## src/verilog/ext_bus_pkg.sv

```systemverilog
package ext_bus_pkg;
  // Space codes for a core request
  localparam logic [1:0] SPACE_DATA = 2'h0;
  localparam logic [1:0] SPACE_PROG = 2'h1;
  localparam logic [1:0] SPACE_IO   = 2'h2;
  // Widths, ready wait-state minimum and reset values
  localparam int ADDR_W = 23;
  localparam int DATA_W = 16;
  localparam int WS_W   = 3;
  localparam int READY_MIN_WS = 2;
  localparam logic [22:0] ADDR_RESET = 23'h000000;
  localparam logic [15:0] DATA_RESET = 16'h0000;
  // Timing
  localparam int CLK_PERIOD_NS = 10;
  localparam int READY_RETRY_NS = 10;
  localparam int READY_RETRY_CYC = (READY_RETRY_NS + CLK_PERIOD_NS - 1) / CLK_PERIOD_NS;
endpackage

```

## src/verilog/ext_bus_ctrl.sv

```systemverilog
`timescale 1ns/1ns
`default_nettype none
// Overview of operation
// - Only the addressed space select goes low; others stay high.
// - Space select low exactly while the address is valid.
// - Space selects float in hold or when output disable is low.
// - Memory strobe low for every access outside I/O space, space code 3 included.
// - I/O strobe low only for I/O accesses.
// - Direction high except during a write.
// - Ready low stretches the access; retest each cycle until high.
// - Ready ignored unless at least two wait states programmed.
// - Ready sampled only after all wait states have elapsed.
// - Hold request floats address, data and control once acknowledged.
// - Acknowledge low only while in hold with lines floated.
// - Acknowledge floats when output disable is low.
// - Acknowledge high throughout reset.
// - Memory strobe floats in hold or when output disable is low.
// - Address lines float in hold; holders keep last level.
// - Data floats unless writing, and in reset or hold request.
// - Wait-done output low at first wait state, high at last, with at least two wait states programmed.
module ext_bus_ctrl (
  // Clock and reset
  input  wire logic                            clk,
  input  wire logic                            rst_n,
  // Core request
  input  wire logic                            req_valid,
  output logic                                 req_ready,
  input  wire logic [1:0]                      req_space,
  input  wire logic                            req_write,
  input  wire logic [ext_bus_pkg::ADDR_W-1:0]  req_addr,
  input  wire logic [ext_bus_pkg::DATA_W-1:0]  req_wdata,
  input  wire logic [ext_bus_pkg::WS_W-1:0]    req_wait_states,
  output logic                                 rsp_valid,
  output logic      [ext_bus_pkg::DATA_W-1:0]  rsp_rdata,
  // Pins from outside
  input  wire logic                            ready,
  input  wire logic                            hold_req_n,
  input  wire logic                            out_disable_n,
  // Address and data bus
  output logic      [ext_bus_pkg::ADDR_W-1:0]  addr_o,
  output logic                                 addr_oe,
  input  wire logic [ext_bus_pkg::DATA_W-1:0]  data_i,
  output logic      [ext_bus_pkg::DATA_W-1:0]  data_o,
  output logic                                 data_oe,
  // Control pins
  output logic                                 data_space_sel_n,
  output logic                                 program_space_sel_n,
  output logic                                 io_space_sel_n,
  output logic                                 memory_strobe_n,
  output logic                                 io_strobe_n,
  output logic                                 rw_n,
  output logic                                 ctrl_oe,
  output logic                                 bus_grant_ack_n,
  output logic                                 bus_grant_ack_oe,
  output logic                                 wait_states_done_n,
  output logic                                 wait_states_done_oe
);
  typedef enum logic [1:0] {IDLE, WAITS, READY_WAIT, HOLD} state_t;

  // ----------------------------------------
  // Reset release and pin synchronisers
  // ----------------------------------------
  logic [1:0] rst_sync_q;
  logic       rst_sync_n;
  always_ff @(posedge clk or negedge rst_n) begin
    if (!rst_n) begin
      rst_sync_q <= 2'h0;
    end else begin
      rst_sync_q <= {rst_sync_q[0], 1'b1};
    end
  end
  assign rst_sync_n = rst_sync_q[1];

  logic [2:0] pins_s;
  sync2 #(.W(3)) u_sync (
    .clk     (clk),
    .rst_n   (rst_sync_n),
    .din     ({ready, ~hold_req_n, ~out_disable_n}),
    .rst_val (3'h0),
    .dout    (pins_s)
  );
  logic ready_s;
  logic hold_s;
  logic off_s;
  assign ready_s = pins_s[2];
  assign hold_s  = pins_s[1];
  assign off_s   = pins_s[0];

  // ----------------------------------------
  // Access and hold sequencer
  // ----------------------------------------
  state_t                           state_q, state_d;
  logic [ext_bus_pkg::WS_W-1:0]     ws_q, ws_d;
  logic [ext_bus_pkg::WS_W-1:0]     cnt_q, cnt_d;
  logic [1:0]                       space_q, space_d;
  logic                             write_q, write_d;
  logic [ext_bus_pkg::ADDR_W-1:0]   addr_q, addr_d;
  logic [ext_bus_pkg::DATA_W-1:0]   wdata_q, wdata_d;
  logic [ext_bus_pkg::DATA_W-1:0]   rdata_q, rdata_d;
  logic                             rsp_q, rsp_d;
  logic                             active;
  logic                             finish;

  function automatic logic ready_used(input logic [ext_bus_pkg::WS_W-1:0] ws);
    ready_used = (ws >= ext_bus_pkg::WS_W'(ext_bus_pkg::READY_MIN_WS));
  endfunction

  assign active    = (state_q == WAITS) || (state_q == READY_WAIT);
  assign req_ready = (state_q == IDLE) && !hold_s;

  always_comb begin
    state_d = state_q;
    ws_d    = ws_q;
    cnt_d   = cnt_q;
    space_d = space_q;
    write_d = write_q;
    addr_d  = addr_q;
    wdata_d = wdata_q;
    rdata_d = rdata_q;
    rsp_d   = 1'b0;
    finish  = 1'b0;
    case (state_q)
      IDLE: begin
        if (hold_s) begin
          state_d = HOLD;
        end else if (req_valid) begin
          state_d = WAITS;
          ws_d    = req_wait_states;
          cnt_d   = '0;
          space_d = req_space;
          write_d = req_write;
          addr_d  = req_addr;
          wdata_d = req_wdata;
        end
      end
      WAITS: begin
        // One bus cycle plus the programmed wait states
        if (cnt_q == ws_q) begin
          if (ready_used(ws_q)) begin
            state_d = READY_WAIT;
          end else begin
            finish = 1'b1;
          end
        end else begin
          cnt_d = cnt_q + 1'b1;
        end
      end
      READY_WAIT: begin
        // Ready low: wait a cycle and look again
        if (ready_s) begin
          finish = 1'b1;
        end
      end
      HOLD: begin
        if (!hold_s) begin
          state_d = IDLE;
        end
      end
      default: begin
        state_d = IDLE;
      end
    endcase
    if (finish) begin
      // Hold is only taken from idle, so the access always completes
      state_d = IDLE;
      rsp_d   = 1'b1;
      if (!write_q) begin
        rdata_d = data_i;
      end
    end
  end

  always_ff @(posedge clk or negedge rst_sync_n) begin
    if (!rst_sync_n) begin
      state_q <= IDLE;
      ws_q    <= '0;
      cnt_q   <= '0;
      space_q <= ext_bus_pkg::SPACE_DATA;
      write_q <= 1'b0;
      addr_q  <= ext_bus_pkg::ADDR_RESET;
      wdata_q <= ext_bus_pkg::DATA_RESET;
      rdata_q <= ext_bus_pkg::DATA_RESET;
      rsp_q   <= 1'b0;
    end else begin
      state_q <= state_d;
      ws_q    <= ws_d;
      cnt_q   <= cnt_d;
      space_q <= space_d;
      write_q <= write_d;
      addr_q  <= addr_d;
      wdata_q <= wdata_d;
      rdata_q <= rdata_d;
      rsp_q   <= rsp_d;
    end
  end

  assign rsp_valid = rsp_q;
  assign rsp_rdata = rdata_q;

  // ----------------------------------------
  // Pin drivers
  // ----------------------------------------
  logic in_hold;
  assign in_hold = (state_q == HOLD);

  assign data_space_sel_n    = !(active && space_q == ext_bus_pkg::SPACE_DATA);
  assign program_space_sel_n = !(active && space_q == ext_bus_pkg::SPACE_PROG);
  assign io_space_sel_n      = !(active && space_q == ext_bus_pkg::SPACE_IO);
  assign memory_strobe_n     = !(active && space_q != ext_bus_pkg::SPACE_IO);
  assign io_strobe_n         = !(active && space_q == ext_bus_pkg::SPACE_IO);
  assign rw_n                = !(active && write_q);
  assign ctrl_oe             = !in_hold && !off_s;
  assign addr_o              = addr_q;
  assign addr_oe             = !in_hold && !off_s;
  assign data_o              = wdata_q;
  assign data_oe             = active && write_q && !hold_s && !off_s;
  assign bus_grant_ack_n     = !in_hold || !rst_sync_n;
  assign bus_grant_ack_oe    = !off_s;
  // Low from first wait state until the last one starts
  assign wait_states_done_n  = !(state_q == WAITS && ready_used(ws_q)
                                 && cnt_q >= 3'h1 && cnt_q < ws_q);
  assign wait_states_done_oe = !off_s;

  // ----------------------------------------
  // Checks
  // ----------------------------------------
  one_select_a: assert property (@(posedge clk) disable iff (!rst_sync_n)
    (data_space_sel_n + program_space_sel_n + io_space_sel_n) >= 2'h2)
    else $error("more than one space select low");
  // The take edge loads a new address, so only later access cycles compare
  sel_addr_a: assert property (@(posedge clk) disable iff (!rst_sync_n)
    (active && $past(active) && !(data_space_sel_n && program_space_sel_n
     && io_space_sel_n)) |-> $stable(addr_o))
    else $error("address moved under select");
  hold_float_a: assert property (@(posedge clk) disable iff (!rst_sync_n)
    in_hold |-> (!ctrl_oe && !addr_oe && !data_oe))
    else $error("bus driven in hold");
  off_float_a: assert property (@(posedge clk) disable iff (!rst_sync_n)
    off_s |-> (!ctrl_oe && !bus_grant_ack_oe && !addr_oe && !wait_states_done_oe))
    else $error("driven while output disabled");
  strobe_split_a: assert property (@(posedge clk) disable iff (!rst_sync_n)
    !(!memory_strobe_n && !io_strobe_n))
    else $error("both strobes low");
  write_dir_a: assert property (@(posedge clk) disable iff (!rst_sync_n)
    !rw_n |-> (active && write_q))
    else $error("direction low outside write");
  ready_skip_a: assert property (@(posedge clk) disable iff (!rst_sync_n)
    (state_q == WAITS && cnt_q == ws_q && ws_q < 3'h2) |=> rsp_valid)
    else $error("short access did not finish");
  ready_stretch_a: assert property (@(posedge clk) disable iff (!rst_sync_n)
    (state_q == READY_WAIT && !ready_s) |=> state_q == READY_WAIT)
    else $error("ready low did not stretch");
  grant_only_hold_a: assert property (@(posedge clk) disable iff (!rst_sync_n)
    !bus_grant_ack_n |-> ($past(hold_s) && !active))
    else $error("grant without hold");
  finish_first_a: assert property (@(posedge clk) disable iff (!rst_sync_n)
    (active && hold_s) |=> !in_hold)
    else $error("hold taken mid access");
  reset_grant_a: assert property (@(posedge clk)
    !rst_sync_n |-> bus_grant_ack_n)
    else $error("grant low during reset");
  hold_strobe_a: assert property (@(posedge clk) disable iff (!rst_sync_n)
    (in_hold || off_s) |-> !ctrl_oe)
    else $error("memory strobe driven in hold");
  data_float_a: assert property (@(posedge clk) disable iff (!rst_sync_n)
    data_oe |-> (active && write_q && !hold_s))
    else $error("data driven outside write");
  io_strobe_a: assert property (@(posedge clk) disable iff (!rst_sync_n)
    !io_strobe_n |-> (active && space_q == ext_bus_pkg::SPACE_IO))
    else $error("io strobe outside io access");
  mem_strobe_a: assert property (@(posedge clk) disable iff (!rst_sync_n)
    !memory_strobe_n |-> (active && space_q != ext_bus_pkg::SPACE_IO))
    else $error("memory strobe outside memory access");
  addr_float_a: assert property (@(posedge clk) disable iff (!rst_sync_n)
    in_hold |-> (!addr_oe && $stable(addr_o)))
    else $error("address driven or moved in hold");
  done_low_a: assert property (@(posedge clk) disable iff (!rst_sync_n)
    (state_q == WAITS && ws_q >= 3'h2 && cnt_q == 3'h1) |-> !wait_states_done_n)
    else $error("wait done not low at first wait");
  done_high_a: assert property (@(posedge clk) disable iff (!rst_sync_n)
    (state_q == WAITS && cnt_q == ws_q) |-> wait_states_done_n)
    else $error("wait done not high at last wait");
  ready_late_a: assert property (@(posedge clk) disable iff (!rst_sync_n)
    (state_q == WAITS && cnt_q != ws_q) |=> state_q == WAITS)
    else $error("access left wait states early");
  ready_done_a: assert property (@(posedge clk) disable iff (!rst_sync_n)
    (state_q == READY_WAIT && ready_s) |=> (rsp_valid && state_q == IDLE))
    else $error("ready high did not finish");
  grant_float_a: assert property (@(posedge clk) disable iff (!rst_sync_n)
    !bus_grant_ack_n |-> (!addr_oe && !data_oe && !ctrl_oe))
    else $error("lines driven while granted");

  write_cov: cover property (@(posedge clk) disable iff (!rst_sync_n)
    active && write_q ##1 rsp_valid);
  ready_cov: cover property (@(posedge clk) disable iff (!rst_sync_n)
    state_q == READY_WAIT && !ready_s ##1 ready_s);
  hold_cov: cover property (@(posedge clk) disable iff (!rst_sync_n)
    !bus_grant_ack_n ##1 bus_grant_ack_n);
  off_cov: cover property (@(posedge clk) disable iff (!rst_sync_n)
    off_s ##1 !off_s);
  done_cov: cover property (@(posedge clk) disable iff (!rst_sync_n)
    !wait_states_done_n ##1 wait_states_done_n);
endmodule
`default_nettype wire

```

## src/verilog/sync2.sv

```systemverilog
`timescale 1ns/1ns
`default_nettype none
module sync2 #(
  parameter int W = 1
) (
  // Clock and reset
  input  wire logic         clk,
  input  wire logic         rst_n,
  // Data
  input  wire logic [W-1:0] din,
  input  wire logic [W-1:0] rst_val,
  output logic      [W-1:0] dout
);
  logic [W-1:0] meta_q;
  logic [W-1:0] meta_d;
  logic [W-1:0] out_q;
  logic [W-1:0] out_d;

  always_comb begin
    meta_d = din ^ rst_val;
    out_d  = meta_q;
  end

  // Flops hold the offset from rst_val, so their reset stays a constant
  always_ff @(posedge clk or negedge rst_n) begin
    if (!rst_n) begin
      meta_q <= '0;
      out_q  <= '0;
    end else begin
      meta_q <= meta_d;
      out_q  <= out_d;
    end
  end

  assign dout = out_q ^ rst_val;
endmodule
`default_nettype wire
```

## config.mk

```make
export PLATFORM = sky130hd
export DESIGN_NAME = ext_bus_ctrl
export DESIGN_NICKNAME = d
export VERILOG_FILES = /design/src/verilog/ext_bus_pkg.sv /design/src/verilog/ext_bus_ctrl.sv /design/src/verilog/sync2.sv
export SDC_FILE = /design/constraint.sdc
export NUM_CORES = 1
export LEC_CHECK = 0
export ABC_CLOCK_PERIOD_IN_PS = 3200
export BUFFER_PORTS_ARGS = -buffer_cell sky130_fd_sc_hd__buf_2
export CAP_MARGIN = 15
export CORE_MARGIN = 1
export CORE_UTILIZATION = 47
export DETAILED_ROUTE_END_ITERATION = 8
export PLACE_DENSITY = 0.9
export RECOVER_POWER = 50
export SLEW_MARGIN = 25
export SYNTH_ARGS = -nofsm -noshare
export SYNTH_HDL_FRONTEND = slang
export SYNTH_SLANG_ARGS = --single-unit
```

## constraint.sdc

```tcl
create_clock -name clk -period 3.2 [get_ports clk]
set_clock_uncertainty 0.05 [all_clocks]
set_input_delay 0 -clock clk [delete_from_list [all_inputs] [get_ports clk]]
set_output_delay 0 -clock clk [all_outputs]
set_load 0.02 [all_outputs]
```

==> impl_metrics.csv, run 1 <==
group,metric,value,unit
die,die_width,84.8,µm
die,rows,29,
global_route,antenna_found_initial,0,
setup_path,path_class,"reg2reg",
die,core,0.00649,mm²
setup_path,cp_data_arrival_time,2430,ps
sta,setup_viol,0,
yosys,synth_top_area_share,58.3,%
global_route,grt_remaining_overflow,0,
yosys,avgSynthCellArea,14.4,µm²
die,fp.dieH,84.8,µm
yosys,synth-warning-count,0,
clock_tree,clock_path_buffers,2,
setup_path,required,3350,ps
power,ir_drop,0.587,mV
placement,placed_cell_area,0.00393,mm²
sta,slew_headroom,38.4,%
sta,final-max-slew-violation-count,0,
yosys,synth.cell_area,0.00322,mm²
clock_tree,path_clk_slew,70,ps
drt,ant_nets,0,
drt,drt_iter0_drc,114,
yosys,syn_nets,301,
drt,num_vias,2473,
yosys,ys_seq_area_share,58.3,%
sta,tns,0,ps
global_route,grt_pass1_vias,2735,
yosys,yosysMostFrequentCell,"dfrtp_1",
cells_and_area,diodes,0,
sta,tightest_slew,925,ps
yosys,synth_cell_type_count,36,
placement,dp_hpwl,4.74,mm
status,status,"finished, violations left",
power,leakage,2.31,nW
drt,drc,6,
die,die_area,0.00719,mm²
die,start_util,49.6,%
sta,clock.fmax,438,MHz
drt,wl_per_cell,15.1,µm
cells_and_area,final_core_util,73.9,%
yosys,async_flop_share,100,%
clock_tree,h-tree-depth,3,
cells_and_area,fillers,438,
setup_path,end_kind,"register",
cells_and_area,multiInputGateArea,0.00121,mm²
global_route,grt_pass1_wl,12.6,mm
drt,wl,7.66,mm
flow_run,cap_violations,0,
yosys,yosysTopAreaCell,"dfrtp_1",
cells_and_area,finalInstanceArea,0.00480,mm²
cells_and_area,nets,505,
cells_and_area,area_growth,49.1,%
clock_tree,worstSkewPairLatency,320,ps
global_route,grt_start_max_net_pins,75,
clock_tree,cts_buffers,9,
yosys,yosys_register_bits,75,
placement,io_buffers,136,
placement,place.gp.congestion,0.802,
sta,min_period_over_period,71.3,%
cells_and_area,regArea,0.00188,mm²
yosys,synth.top_cells.by_area,"dfrtp_1 58%, mux2_2 18%, mux2_4 4.7%",
yosys,synthCells,224,
drt,viasPerCell,4.86,
setup_path,cp-start-kind,"register",
yosys,synth_edf_count,0,
yosys,synth_common_cells,"75 x dfrtp_1, 52 x mux2_2, 12 x inv_1, 10 x ha_1, 10 x mux2_4",
global_route,grt_usage,22.8,%
drt,first_pass_iters,6,
status,violations,"design-rule violations",
clock_tree,tritoncts,"done",
yosys,synth-main-ff-cell,"dfrtp_1",
power,powerDensity,948,mW/mm²
setup_path,crit_fanout,25,
power,power,4.55,mW
sta,rsz0062_at_grt,"no",
sta,hold_viol,0,
cells_and_area,drive_gt1_share,44.0,%
die,io_pins,137,
sta,period_needed,2280,ps
clock_tree,cts-root-buf,"clkbuf_8",
min_path,hold_class,"in2reg",
clock_tree,clock-sinks,75,
-- worst max-delay path: stages, from the launching register on --
cell,delay (ps)
dfrtp_1,440
inv_1,130
ha_1,310
and3b_2,610
buf_12,250
mux2_2,360
-- area by class of cell --
cell class              instances  share of cell area (%)
flip-flops and latches         75                    39.1
clock inverters                 2                    1.25
inverters                      12                   0.938
multi-input cells             126                    25.2
well taps                      77                    2.01
clock buffers                  13                    3.31
repair buffers                204                    28.2
-- sequential cells by signal, indices dropped and copies added, names as in the netlist --
name / cells
addr_o: 23
ws_q: 3
data_o: 16
rsp_rdata: 16
rsp_valid: 1
cnt_q: 3
u_sync.meta_q: 3
state_q: 2
u_sync.out_q: 3
rst_sync_q: 2
write_q: 1
space_q: 2
-- worst paths after layout --
path / startpoint / to / slack [ps] / cells past startpoint
setup / recovery: state_q[0]$_DFFE_PN0P_ / addr_o[4]$_DFFE_PN0P_ / 920 / 5
hold / removal: req_valid / cnt_q[1]$_DFFE_PN0P_ / 90 / 5
setup reg to reg: state_q[0]$_DFFE_PN0P_ / addr_o[4]$_DFFE_PN0P_ / 920 / 5
hold reg to reg: u_sync.meta_q[0]$_DFF_PN0_ / u_sync.out_q[0]$_DFF_PN0_ / 300 / 0
max in group asynchronous: rst_sync_q[1]$_DFF_PN0_ / addr_o[9]$_DFFE_PN0P_ / 2000 / 1
min in group asynchronous: rst_sync_q[1]$_DFF_PN0_ / write_q$_DFFE_PN0P_ / 340 / 0
-- where the power goes --
part	switching [mW]	internal, mW
Sequential	0.281	1.38
Combinational	1.19	0.917
Clock	0.310	0.479
Total	1.78	2.77
-- cell families after synthesis --
group / share of synthesized area (%)
multiplexers: 23.2
other: 0.116
buffers and inverters: 4.20
AO/OA/AOI/OAI: 3.77
AND/OR/NAND/NOR: 6.60
adder cells (fa/ha/maj): 3.89
flip-flops: 58.3
-- metrics by stage --
step	setup WS (ps)	instances	hold slack [ps]
detailed placement	951	427	-261
CTS	940	508	70.9
floorplan	780	224	-346
global placement	1060	427	-264
global route	743	509	141
finish	918	509	90.2
-- placed cells by master (no fill, tap or decap), types with 2 or more instances in the layout --
| cell type | instances |
|---|---|
| nor2_1 | 5 |
| a21oi_1 | 3 |
| nand2_1 | 9 |
| ha_1 | 10 |
| clkbuf_1 | 29 |
| nand3_1 | 5 |
| bufinv_16 | 2 |
| dlygate4sd3_1 | 66 |
| o21ai_0 | 6 |
| buf_2 | 109 |
| mux2_4 | 10 |
| inv_1 | 12 |
| mux2_2 | 52 |
| dfrtp_1 | 75 |
| nor2b_1 | 4 |
| clkbuf_8 | 11 |
| nand4_1 | 2 |
-- metal layers --
metal | up-vias | GRT usage, % | share of wire, %
li1 | 1181 | - | -
met1 | 1185 | 25.0 | 38
met2 | 87 | 41.2 | 54
met3 | 20 | 5.31 | 4.6
met4 | 0 | 11.7 | 2.9
met5 | - | 0 | 0
-- repair_timing --
item / 4_1_cts / 5_1_grt
buffers inserted: 0 / 0
hold buffers: 66 / 0
endpoints found under the hold margin: 66 / 0
gates resized for setup: 0 / 0
(Power assumes the default switching activity.)
==> inputs of run 2 (changes only) <==
ABC_AREA = 1   (was unset)
ABC_CLOCK_PERIOD_IN_PS = 2070   (was 3200)
CORE_UTILIZATION = 43   (was 47)
PLACE_DENSITY = 0.87   (was 0.9)
clock period = 2.07 ns   (was 3.2 ns; I/O delays follow)
==> impl_metrics.csv, run 2 <==
group,metric,value,unit
clock_tree,tritoncts,"done",
yosys,synth.top_cells.by_area,"dfrtp_1 59%, mux2_2 15%, nand2_1 5.6%",
sta,slew_headroom,50.2,%
setup_path,cpMostUsedCell,"nand2_1",
cells_and_area,regArea,0.00188,mm²
yosys,syn_nets,345,
sta,min_period_over_period,91.6,%
drt,viasPerCell,4.77,
yosys,yosysMostFrequentCell,"dfrtp_1",
yosys,async_flop_share,100,%
yosys,yosysTopAreaCell,"dfrtp_1",
power,leakage,2.29,nW
flow_run,cap_violations,0,
yosys,synth_top_area_share,59.1,%
sta,clock.fmax,527,MHz
yosys,synth_common_cells,"75 x dfrtp_1, 47 x nand2_1, 41 x mux2_2, 18 x inv_1, 18 x o21ai_0",
setup_path,max_stage_delay,410,ps
placement,place.gp.congestion,0.788,
clock_tree,clock-sinks,75,
cells_and_area,drive_gt1_share,32.2,%
min_path,hold_path_depth,3,
setup_path,crit_fanout,21,
clock_tree,cts_buffers,9,
yosys,yosys_register_bits,75,
cells_and_area,area_growth,50.0,%
yosys,synth_edf_count,0,
die,io_pins,137,
yosys,synth-main-ff-cell,"dfrtp_1",
power,powerDensity,1430,mW/mm²
drt,drt_iter0_drc,109,
cells_and_area,layout_commonest_cell,"buf_2",
power,ir_drop,0.806,mV
sta,rsz0062_at_grt,"no",
setup_path,cp_data_arrival_time,2130,ps
cells_and_area,nets,551,
clock_tree,path_clk_slew,80,ps
setup_path,cpMaxStageDelayCell,"dfrtp_1",
yosys,synthCells,268,
sta,hold_viol,0,
sta,setup_viol,0,
yosys,avgSynthCellArea,11.8,µm²
cells_and_area,largest_reg_flops,23,
die,rows,30,
die,fp.dieH,87.9,µm
yosys,synth_cell_type_count,25,
cells_and_area,fillers,537,
placement,io_buffers,136,
global_route,antenna_found_initial,1,
setup_path,end_kind,"register",
yosys,synth-warning-count,0,
die,die_width,87.9,µm
global_route,grt_pass1_vias,2902,
drt,ant_nets,0,
drt,drc,0,
global_route,grt_start_max_net_pins,39,
sta,final-max-slew-violation-count,0,
drt,wl,8.30,mm
cells_and_area,multiInputGateArea,0.00111,mm²
drt,wl_per_cell,14.4,µm
global_route,grt_remaining_overflow,0,
yosys,ys_seq_area_share,59.1,%
clock_tree,clock_path_buffers,2,
cells_and_area,most-common-layout-cells,"80 x buf_2, 74 x dfrtp_1, 66 x dlygate4sd3_1, 57 x clkbuf_1, 47 x nand2_1",
setup_path,cp-start-kind,"register",
global_route,grt_pass1_wl,13.1,mm
die,die_area,0.00773,mm²
die,start_util,45.7,%
min_path,hold_class,"in2reg",
status,status,"complete, no violations",
die,core,0.00694,mm²
sta,tightest_slew,748,ps
clock_tree,h-tree-depth,3,
setup_path,crit_chain,"ha_1 > nand2_1 > nor2_1 > nand3_1 > nand2_1 > nand2_4 > nor2_4 > buf_12 > nand2_1 > nand2_1",
setup_path,path_class,"reg2reg",
setup_path,required,2300,ps
clock_tree,cts-root-buf,"clkbuf_8",
global_route,grt_usage,22.6,%
drt,num_vias,2744,
sta,period_needed,1900,ps
sta,whs,73.9,ps
setup_path,rr_worst_depth,10,
sta,tns,0,ps
placement,dp_hpwl,4.97,mm
clock_tree,worstSkewPairLatency,350,ps
drt,first_pass_iters,5,
yosys,synth.cell_area,0.00318,mm²
-- run 2: changes by cell type after synthesis, moves of 3 or more --
cell / change
nand3_1: +6
buf_4: -5
buf_6: +7
nand2_1: +38
nand2_2: +3
nor2b_1: -4
mux2_4: -10
mux2_2: -11
a21oi_1: +3
inv_1: +6
nor2_1: +7
o21ai_0: +12
clkbuf_1: +3
-- run 2: critical path: cells and delay by family (launching register included) --
| family | cells | cell delay, ps |
|---|---|---|
| simple gates | 8 | 880 |
| flops | 1 | 410 |
| fa+ha+maj | 1 | 320 |
| buf+inv | 1 | 150 |
-- run 2: routing by layer --
| layer | track usage [%] | part of all wire, % | up-vias |
|---|---|---|---|
| li1 | - | - | 1290 |
| met1 | 25.1 | 38 | 1332 |
| met2 | 39.2 | 53 | 103 |
| met3 | 7.63 | 6.5 | 19 |
| met4 | 10.3 | 2.7 | 0 |
| met5 | 0 | 0 | - |
-- run 2: path summary, 6_finish.rpt --
path                                               from                        to  slack (ps)
worst min-delay path                          req_valid     data_o[3]$_DFFE_PN0P_          70
worst min register to register  rst_sync_q[1]$_DFF_PN0_    addr_o[16]$_DFFE_PN0P_         240
max in group asynchronous       rst_sync_q[1]$_DFF_PN0_      cnt_q[1]$_DFFE_PN0P_         690
worst max-delay path               cnt_q[2]$_DFFE_PN0P_  rsp_rdata[4]$_DFFE_PN0P_         170
worst max register to register     cnt_q[2]$_DFFE_PN0P_  rsp_rdata[4]$_DFFE_PN0P_         170
min in group asynchronous       rst_sync_q[1]$_DFF_PN0_    addr_o[16]$_DFFE_PN0P_         240
-- run 2: cells by family after synthesis --
kind of cell	share of synthesized area, %
compound gates	5.52
xor+xnor	0.276
fa+ha+maj	3.94
buf+inv	5.99
flops	59.1
mux	14.5
other cells	0.118
simple gates	10.5
-- run 2: report_power, final --
group	leakage [nW]	internal (mW)	switching [mW]
clock network	0.108	0.701	0.535
logic	1.29	1.12	1.91
registers	0.891	2.12	0.425
-- run 2: timing repair --
item | CTS | global route
setup buffers | 0 | 1
hold buffers | 66 | 0
setup endpoints to repair | 0 | 18
hold endpoints to repair | 66 | 0
resized for setup | 0 | 1
-- run 2: cell type report --
| class | count | area share, % |
|---|---|---|
| diodes | 1 | 0.0525 |
| clock buffers | 10 | 2.89 |
| clock inverters | 5 | 1.63 |
| inverters | 19 | 1.52 |
| multi-input cells | 160 | 23.4 |
| flip-flops and latches | 75 | 39.5 |
| well taps | 96 | 2.52 |
| repair buffers | 209 | 28.5 |
-- run 2: metrics by stage --
stage | power, mW | setup slack (ps) | area [µm²] | instances | utilization, %
2_1_floorplan | 4.57 | 405 | 3180 | 268 | -
3_3_place_gp | 5.44 | 190 | 3930 | 492 | 56.6
3_5_place_dp | 5.57 | 75.0 | 3930 | 492 | 56.6
4_1_cts | 6.90 | 39.3 | 4810 | 573 | 69.2
5_1_grt | 7.27 | 48.9 | 4760 | 575 | 68.6
6_report | 6.81 | 173 | 4760 | 575 | 68.6
